`config.mk`:
```
export PLATFORM = sky130hd
export DESIGN_NAME = dpgpio_top
export DESIGN_NICKNAME = d
export VERILOG_FILES = /design/src/design/dpgpio_pkg.sv /design/src/design/dpgpio_pin_mux.sv /design/src/design/dpgpio_top.sv
export SDC_FILE = /design/constraint.sdc
export NUM_CORES = 1
export LEC_CHECK = 0
export BUFFER_PORTS_ARGS = -buffer_cell sky130_fd_sc_hd__buf_4
export CORE_UTILIZATION = 47
export CTS_BUF_LIST = sky130_fd_sc_hd__clkbuf_8
export CTS_CLUSTER_SIZE = 14
export DETAILED_ROUTE_END_ITERATION = 7
export PLACE_DENSITY_LB_ADDON = 0.05
export SLEW_MARGIN = 5
export SYNTH_ARGS = -nofsm -noshare
export SYNTH_HDL_FRONTEND = slang
export SYNTH_SLANG_ARGS = --single-unit
```
`constraint.sdc`:
```
create_clock -name hclk -period 3 [get_ports hclk]
set_input_delay 0.3 -clock hclk [delete_from_list [all_inputs] [get_ports hclk]]
set_output_delay 0.3 -clock hclk [all_outputs]
set_load 0.01 [all_outputs]
```
`src/design/dpgpio_pkg.sv`:
```
// Package with register map, field layouts and reset values for the GPIO block.
package dpgpio_pkg;
  localparam int          PA_PINS          = 5;
  localparam int          PB_PINS          = 8;
  localparam logic [11:0] OFS_PA_DATA      = 12'h000;
  localparam logic [11:0] OFS_PB_DATA      = 12'h004;
  localparam logic [11:0] OFS_PA_DIR       = 12'h008;
  localparam logic [11:0] OFS_PB_DIR       = 12'h00c;
  localparam logic [11:0] OFS_PA_PULLUP    = 12'h010;
  localparam logic [11:0] OFS_PB_SHARE     = 12'h014;
  localparam int          SH_SERIAL_EN     = 0;
  localparam int          SH_CLKOUT_SEL    = 1;
  localparam int          SH_CLKOUT_EN     = 2;
  localparam int          SH_CLKIN_SEL     = 3;
  localparam int          SH_CLKIN_EN      = 4;
  localparam int          SH_ANALOG_LSB    = 8;
  localparam int          SH_WIDTH         = 5;
  localparam int          ANALOG_PINS      = 4;
  localparam int          PB_RX_PIN        = 1;
  localparam int          PB_TX_PIN        = 0;
  localparam int          PB_CLKIN_PIN     = 6;
  localparam int          PB_CLKOUT_PIN    = 7;
  localparam logic [4:0]  PA_DIR_RESET     = 5'h00;
  localparam logic [4:0]  PA_PULLUP_RESET  = 5'h00;
  localparam logic [7:0]  PB_DIR_RESET     = 8'h00;
  localparam logic [4:0]  SHARE_RESET      = 5'h00;
  localparam logic [3:0]  ANALOG_RESET     = 4'h0;
  localparam logic [1:0]  HTRANS_NONSEQ    = 2'h2;
  localparam logic [2:0]  HSIZE_WORD       = 3'h2;
endpackage

```
`src/design/dpgpio_pin_mux.sv`:
```
// Per-pin output enable, output value and pull-up selection for one port.
`timescale 1ns/1ns
module dpgpio_pin_mux #(
  parameter int WIDTH = 8
) (
  input  wire logic [WIDTH-1:0] latch,
  input  wire logic [WIDTH-1:0] dir,
  input  wire logic [WIDTH-1:0] pullup_req,
  input  wire logic [WIDTH-1:0] sampled,
  input  wire logic [WIDTH-1:0] periph_own,
  input  wire logic [WIDTH-1:0] periph_drive,
  input  wire logic [WIDTH-1:0] periph_out,
  output logic      [WIDTH-1:0] pad_out,
  output logic      [WIDTH-1:0] pad_oe_n,
  output logic      [WIDTH-1:0] pad_pullup,
  output logic      [WIDTH-1:0] read_value
);
  initial begin
    if (WIDTH < 1) begin
      $error("dpgpio_pin_mux needs at least one pin.");
    end
  end

  always_comb begin
    for (int i = 0; i < WIDTH; i++) begin
      if (periph_own[i]) begin
        pad_oe_n[i] = ~periph_drive[i];
        pad_out[i]  = periph_out[i];
      end else begin
        pad_oe_n[i] = ~dir[i];
        pad_out[i]  = latch[i];
      end
      pad_pullup[i] = pullup_req[i] & pad_oe_n[i] & ~periph_own[i];
      read_value[i] = dir[i] ? latch[i] : sampled[i];
    end
  end
endmodule

```
`src/design/dpgpio_top.sv`:
```
// Top of the dual-port GPIO block with its AHB-Lite register slave.
//
// The AHB-Lite register port was chosen for this implementation.
`timescale 1ns/1ns
module dpgpio_top #(
  parameter int PA_WIDTH = dpgpio_pkg::PA_PINS,
  parameter int PB_WIDTH = dpgpio_pkg::PB_PINS
) (
  input  wire logic                hclk,
  input  wire logic                hresetn,
  input  wire logic                hsel,
  input  wire logic [31:0]         haddr,
  input  wire logic [1:0]          htrans,
  input  wire logic                hwrite,
  input  wire logic [2:0]          hsize,
  input  wire logic [31:0]         hwdata,
  input  wire logic                hready,
  output logic      [31:0]         hrdata,
  output logic                     hreadyout,
  output logic                     hresp,
  input  wire logic [PA_WIDTH-1:0] port_a_in,
  output logic      [PA_WIDTH-1:0] port_a_out,
  output logic      [PA_WIDTH-1:0] port_a_oe_n,
  output logic      [PA_WIDTH-1:0] port_a_pullup,
  input  wire logic [PB_WIDTH-1:0] port_b_in,
  output logic      [PB_WIDTH-1:0] port_b_out,
  output logic      [PB_WIDTH-1:0] port_b_oe_n,
  input  wire logic                serial_tx_data,
  input  wire logic                serial_tx_enable,
  output logic                     serial_rx_data,
  input  wire logic                clock_gen_enable,
  input  wire logic                clock_gen_out,
  output logic                     external_clock_input,
  output logic [dpgpio_pkg::ANALOG_PINS-1:0] analog_in,
  output logic                     serial_interface_enable,
  output logic                     clock_output_pin_active,
  output logic                     external_clock_input_active
);
  initial begin
    if (PA_WIDTH != dpgpio_pkg::PA_PINS || PB_WIDTH != dpgpio_pkg::PB_PINS) begin
      $error("dpgpio_top supports only the documented port widths.");
    end
  end

  localparam int AN = dpgpio_pkg::ANALOG_PINS;

  logic [PA_WIDTH-1:0] port_a_pin_latch_reg;
  logic [PA_WIDTH-1:0] port_a_direction_reg;
  logic [PA_WIDTH-1:0] port_a_pullup_enable_reg;
  logic [PB_WIDTH-1:0] port_b_pin_latch_reg;
  logic [PB_WIDTH-1:0] port_b_direction_reg;
  logic [dpgpio_pkg::SH_WIDTH-1:0] share_reg;
  logic [AN-1:0]       analog_sel_reg;
  logic                wr_pend_reg;
  logic [11:0]         wr_addr_reg;
  logic [31:0]         rdata_reg;
  logic [PA_WIDTH-1:0] pa_read;
  logic [PB_WIDTH-1:0] pb_read;
  logic [PB_WIDTH-1:0] pb_own;
  logic [PB_WIDTH-1:0] pb_drive;
  logic [PB_WIDTH-1:0] pb_pout;
  logic                addr_phase;

  // Decodes the word offset used for both reads and writes.
  function automatic logic [11:0] word_ofs(input logic [31:0] a);
    word_ofs = {a[11:2], 2'b00};
  endfunction

  // Places a narrow field in the low bits so the upper bits read as zero.
  function automatic logic [31:0] zext8(input logic [7:0] v);
    zext8 = {24'h000000, v};
  endfunction

  assign addr_phase = hsel & hready & (htrans == dpgpio_pkg::HTRANS_NONSEQ);
  assign hreadyout  = 1'b1;
  assign hresp      = 1'b0;
  assign hrdata     = rdata_reg;

  assign serial_interface_enable = share_reg[dpgpio_pkg::SH_SERIAL_EN];
  assign clock_output_pin_active = share_reg[dpgpio_pkg::SH_CLKOUT_SEL] &
                                   share_reg[dpgpio_pkg::SH_CLKOUT_EN] &
                                   clock_gen_enable;
  assign external_clock_input_active = share_reg[dpgpio_pkg::SH_CLKIN_SEL] &
                                       share_reg[dpgpio_pkg::SH_CLKIN_EN] &
                                       clock_gen_enable;

  // Write address is captured in the address phase and used in the data phase.
  always_ff @(posedge hclk or negedge hresetn) begin
    if (!hresetn) begin
      wr_pend_reg <= 1'b0;
      wr_addr_reg <= 12'h000;
    end else if (hready) begin
      wr_pend_reg <= addr_phase & hwrite;
      wr_addr_reg <= word_ofs(haddr);
    end
  end

  always_ff @(posedge hclk or negedge hresetn) begin
    if (!hresetn) begin
      port_a_direction_reg <= dpgpio_pkg::PA_DIR_RESET;
    end else if (wr_pend_reg && wr_addr_reg == dpgpio_pkg::OFS_PA_DIR) begin
      port_a_direction_reg <= hwdata[PA_WIDTH-1:0];
    end
  end

  always_ff @(posedge hclk or negedge hresetn) begin
    if (!hresetn) begin
      port_a_pullup_enable_reg <= dpgpio_pkg::PA_PULLUP_RESET;
    end else if (wr_pend_reg && wr_addr_reg == dpgpio_pkg::OFS_PA_PULLUP) begin
      port_a_pullup_enable_reg <= hwdata[PA_WIDTH-1:0];
    end
  end

  // Port A latch keeps its value over reset too; no reset value is defined.
  always_ff @(posedge hclk) begin
    if (wr_pend_reg && wr_addr_reg == dpgpio_pkg::OFS_PA_DATA) begin
      port_a_pin_latch_reg <= hwdata[PA_WIDTH-1:0];
    end
  end

  // Deliberately unreset so that port B data survives a system reset.
  always_ff @(posedge hclk) begin
    if (wr_pend_reg && wr_addr_reg == dpgpio_pkg::OFS_PB_DATA) begin
      port_b_pin_latch_reg <= hwdata[PB_WIDTH-1:0];
    end
  end

  always_ff @(posedge hclk or negedge hresetn) begin
    if (!hresetn) begin
      port_b_direction_reg <= dpgpio_pkg::PB_DIR_RESET;
    end else if (wr_pend_reg && wr_addr_reg == dpgpio_pkg::OFS_PB_DIR) begin
      port_b_direction_reg <= hwdata[PB_WIDTH-1:0];
    end
  end

  always_ff @(posedge hclk or negedge hresetn) begin
    if (!hresetn) begin
      share_reg      <= dpgpio_pkg::SHARE_RESET;
      analog_sel_reg <= dpgpio_pkg::ANALOG_RESET;
    end else if (wr_pend_reg && wr_addr_reg == dpgpio_pkg::OFS_PB_SHARE) begin
      share_reg      <= hwdata[dpgpio_pkg::SH_WIDTH-1:0];
      analog_sel_reg <= hwdata[dpgpio_pkg::SH_ANALOG_LSB +: AN];
    end
  end

  // Read data is registered in the address phase, so it stands in the data phase.
  always_ff @(posedge hclk or negedge hresetn) begin
    if (!hresetn) begin
      rdata_reg <= 32'h00000000;
    end else if (addr_phase && !hwrite) begin
      unique case (word_ofs(haddr))
        dpgpio_pkg::OFS_PA_DATA:   rdata_reg <= zext8({3'h0, pa_read});
        dpgpio_pkg::OFS_PB_DATA:   rdata_reg <= zext8(pb_read);
        dpgpio_pkg::OFS_PA_DIR:    rdata_reg <= zext8({3'h0, port_a_direction_reg});
        dpgpio_pkg::OFS_PB_DIR:    rdata_reg <= zext8(port_b_direction_reg);
        dpgpio_pkg::OFS_PA_PULLUP: rdata_reg <= zext8({3'h0, port_a_pullup_enable_reg});
        dpgpio_pkg::OFS_PB_SHARE:  rdata_reg <= {20'h00000, analog_sel_reg,
                                                 3'h0, share_reg};
        default:                   rdata_reg <= 32'h00000000;
      endcase
    end
  end

  // Peripheral ownership of the shared port B pins.
  always_comb begin
    pb_own   = '0;
    pb_drive = '0;
    pb_pout  = '0;
    pb_own[dpgpio_pkg::PB_RX_PIN]     = serial_interface_enable;
    pb_own[dpgpio_pkg::PB_TX_PIN]     = serial_interface_enable;
    pb_drive[dpgpio_pkg::PB_TX_PIN]   = serial_tx_enable;
    pb_pout[dpgpio_pkg::PB_TX_PIN]    = serial_tx_data;
    pb_own[dpgpio_pkg::PB_CLKIN_PIN]  = external_clock_input_active;
    pb_own[dpgpio_pkg::PB_CLKOUT_PIN] = clock_output_pin_active;
    pb_drive[dpgpio_pkg::PB_CLKOUT_PIN] = clock_output_pin_active;
    pb_pout[dpgpio_pkg::PB_CLKOUT_PIN]  = clock_gen_out;
    // Analog pins are owned as inputs so digital output drive is cut off.
    pb_own[AN+1:2] = analog_sel_reg;
  end

  // Receive and clock input follow the pin only while the peripheral owns it.
  assign serial_rx_data = serial_interface_enable ?
                          port_b_in[dpgpio_pkg::PB_RX_PIN] : 1'b1;
  assign external_clock_input = external_clock_input_active &
                                port_b_in[dpgpio_pkg::PB_CLKIN_PIN];
  assign analog_in = port_b_in[AN+1:2] & analog_sel_reg;

  dpgpio_pin_mux #(
    .WIDTH (PA_WIDTH)
  ) u_port_a (
    .latch        (port_a_pin_latch_reg),
    .dir          (port_a_direction_reg),
    .pullup_req   (port_a_pullup_enable_reg),
    .sampled      (port_a_in),
    .periph_own   ({PA_WIDTH{1'b0}}),
    .periph_drive ({PA_WIDTH{1'b0}}),
    .periph_out   ({PA_WIDTH{1'b0}}),
    .pad_out      (port_a_out),
    .pad_oe_n     (port_a_oe_n),
    .pad_pullup   (port_a_pullup),
    .read_value   (pa_read)
  );

  dpgpio_pin_mux #(
    .WIDTH (PB_WIDTH)
  ) u_port_b (
    .latch        (port_b_pin_latch_reg),
    .dir          (port_b_direction_reg),
    .pullup_req   ({PB_WIDTH{1'b0}}),
    .sampled      (port_b_in),
    .periph_own   (pb_own),
    .periph_drive (pb_drive),
    .periph_out   (pb_pout),
    .pad_out      (port_b_out),
    .pad_oe_n     (port_b_oe_n),
    .pad_pullup   (),
    .read_value   (pb_read)
  );
endmodule

```
==> flow_results.org <==
** Status
- Outcome :: finished, violations left
- The final reports fail on negative hold slack.

** Place
- Count of input and output buffers :: 97
- Prior to clock tree synthesis, the placed netlist has a worst setup slack of ~0.96 ns.
- The congestion estimate from routability-driven global placement came to between 0.8 and 0.9.
- The wire-length estimate of the detail-placed layout is around 5300 um.

** Clock network
- Post-CTS Hold Buffers :: 0
- Source-to-sink clock delay at the later pin of the worst-skew pair :: approximately 0.34 ns
- The H-tree generated during clock tree synthesis spans 3 levels.
- The clock passes through at most 2 buffers.
- After clock tree synthesis, the repair step resized 0 gates.
- The clock drives 63 sinks.
- Clock tree from TritonCTS :: yes
- Clk root buf :: sky130_fd_sc_hd__clkbuf_8
- Cts bufs inserted :: 9
- After clock tree synthesis, the clock-pin slew on the worst setup and hold paths is 0.06 ns.
- Post CTS Setup Buffer Count :: 0

** Floorplan
- Floorplan Core Area :: around 0.0064 mm^2
- Initial Util :: 0.489
- FP Rows :: 29
- Vertical die dimension :: about 84 um
- During I/O placement, the number of pins put on the boundary was 165.
- The die is ~84 um wide.
- Overall die area :: 0.00697 mm^2

** Pwr
- In this run the static leakage power is between 1.5 and 2 nW.
- IR analysis of the VDD net gives a maximum drop of slightly below 0.0003 V.
- Ratio of total power to cell area :: ~440 mW/mm^2

** Timing
- The number of endpoints with negative hold slack in the final report is 21.
- Summed negative setup slack over all endpoints :: 0 ns
- Worst hold slack :: -0.00785 ns
- Measured against its own limit, the worst slew margin works out to 0.574.
- Count of final max-slew check failures :: 0
- Clock skew on the completed layout was measured at 0.0107 ns.
- Setup WS post-layout :: 1.11 ns
- Dividing the final minimum period by the clock period gives 0.629.
- Subtracting the final worst setup slack from the clock period gives about 1.9 ns.
- Slew at the pin with the worst max-slew slack :: approximately 0.64 ns
- Unrepaired setup endpoints after global routing :: no
- Derived from the worst setup path, the maximum achievable clock frequency is ~0.53 GHz.
- Setup violations remaining at the end of the flow were counted as 0.

** Finish
- Commonest cells after routing, fill and taps aside :: 99 x sky130_fd_sc_hd__buf_4, 50 x sky130_fd_sc_hd__dfrtp_1, 34 x sky130_fd_sc_hd__mux2_2
- Final Net Count :: ~460
- Summing all multi-input logic gate instances after layout gives 0.00132 mm^2.
- Number of fill cells in the layout :: 540
- The register with the most flip-flops in the layout has 12 of them.
- The library cell used most frequently in the layout, excluding fill and tap cells, is sky130_fd_sc_hd__buf_4.
- In the final layout, the share of cells above drive strength 1 is 0.418.
- The area growth from synthesis to layout is 28.8%.
- Register area :: 0.00164 mm^2
- Diode count :: 0

** Run
- Max cap viols :: 0

** Critical path
- Crit path max fanout :: 6
- The worst setup path is captured at a flop.
- The worst setup path is of the flop to flop kind.
- Arrival time worst endpoint :: about 1.9 ns
- Worst path required time :: a little over 3 ns
- STA classifies the critical path startpoint as a flop.

** Routing
- The detailed router placed between 2000 and 2500 vias in this run.
- For this run, design rule violations remaining after detail routing come to 0.
- The first routing iteration left around 170 violations.
- In the final routed layout, each cell accounts on average for between 15 and 20 um.
- The first TritonRoute pass finished after 4 iterations.
- The routed design has between 7000 and 8000 um of wire.
- Dividing the detail-routed via count by the number of cells gives between 5 and 6.
- Once detail routing completed, the nets flagged for antenna violations numbered 0.

** Logic synthesis
- Most area-consuming cells after synthesis :: sky130_fd_sc_hd__dfrtp_1 40%, sky130_fd_sc_hd__edfxtp_1 13%, sky130_fd_sc_hd__mux2_2 12%
- The cell count after synthesis came out at approximately 270.
- Cell type contributing the most total cell area after synthesis :: sky130_fd_sc_hd__dfrtp_1
- Post-synthesis sequential element count :: 63
- Synthesis instantiated 42 different standard cells from the library.
- Of the post-synthesis cell area, the dominant cell type holds 0.401.
- Mapped Area :: 0.00312 mm^2
- The share of the Yosys chip area taken by registers is 0.526.
- Number of synthesis warnings :: 0
- The average instance in the mapped netlist occupies 11.7 um^2.

** Worst hold path
- The path class of the tightest hold or removal check is input pin to async pin.

** Global route
- Congestion Overflow GR :: 0
- The via count of the first global-routing pass is 2195.
- Gr usage total :: 0.222
- Antenna violations before repair :: 0
- Global-route wire length before repair :: 11700 um
- Entering global routing, the biggest net connects slightly above 50 pins.
==> layer usage <==
layer	track usage	routed length, um	part of all wire
met1	0.318	3520	0.48
met2	0.325	3330	0.45
met3	0.0653	413	0.056
met4	0.0693	97	0.013
met5	0	0	0
==> metrics by stage <==
stage           util  total power, W  hold slack, ns  instances  instance area (um^2)
3_5_place_dp   0.603         0.00115           0.371        434                  3850
5_1_grt        0.630         0.00186          0.0264        450                  4020
6_report       0.630         0.00178        -0.00785        450                  4020
4_1_cts        0.630         0.00179         0.00255        450                  4020
2_1_floorplan      -         0.00106         0.00441        287                  3200
3_3_place_gp   0.603         0.00115           0.375        434                  3850
==> final cells by class <==
type / instances / share of cell area
multi-input cells: 181 / 0.327
inverters: 14 / 0.0131
clock inverters: 5 / 0.00498
flip-flops and latches: 63 / 0.408
clock buffers: 11 / 0.0377
repair buffers: 99 / 0.185
well taps: 77 / 0.0240
==> cells by family (layout without fill, tap and decap cells) <==
kind of cell	count (synthesis)	after routing	synth area share
simple gates	70	70	0.146
flops	63	63	0.526
compound gates	47	47	0.0962
buf+inv	43	129	0.0790
mux	42	42	0.150
other cells	2	22	0.00241
==> cell usage after synthesis (all sizes together) <==
cell type and count:
dfrtp 50, mux2 39, buf 25, o21ai 19
nand2 18, inv 14, edfxtp 13, nor2b 11
a21oi 7, a22o 7, and2 6, nand2b 6
nand3 6, nor2 6, clkbuf 4, nor4 4
nor4b 4, o31ai 4, mux2i 3, a211oi 2
a311oi 2, a31oi 2, a32o 2, and3 2
conb 2, nand3b 2, nor3 2, and2b 1
nor3b 1, o211ai 1, o22ai 1, or3b 1
==> worst max-delay path, stage by stage (launching register included) <==
cell and delay (ns):
sky130_fd_sc_hd__dfrtp_1 0.38, sky130_fd_sc_hd__nor4b_2 0.31, sky130_fd_sc_hd__nand2_2 0.16, sky130_fd_sc_hd__nor4b_2 0.48
sky130_fd_sc_hd__buf_4 0.26
==> power by group <==
group / switching (W) / total [W] / internal [W] / leakage (nW)
logic: 0.000102 / 0.000204 / 0.000103 / 1.05
registers: 0.0000300 / 0.000932 / 0.000902 / 0.753
clock network: 0.000308 / 0.000640 / 0.000332 / 0.104
==> final timing paths <==
check / startpoint / endpoint / slack, ns / cells past startpoint
setup / recovery: wr_addr_reg[8]$_DFFE_PN0P_ / port_b_pin_latch_reg[6]$_DFFE_PP_ / 1.11 / 4
hold / removal: hresetn / wr_addr_reg[11]$_DFFE_PN0P_ / -0.008 / 1
setup reg to reg: wr_addr_reg[8]$_DFFE_PN0P_ / port_b_pin_latch_reg[6]$_DFFE_PP_ / 1.11 / 4
hold reg to reg: hrdata[0]$_DFFE_PN0P_ / hrdata[0]$_DFFE_PN0P_ / 0.49 / 2
max in group asynchronous: hresetn / analog_sel_reg[2]$_DFFE_PN0P_ / 2.58 / 1
min in group hclk: hwdata[5] / port_b_pin_latch_reg[5]$_DFFE_PP_ / 0.15 / 1
No activity file was read; power rests on OpenSTA's default activity.
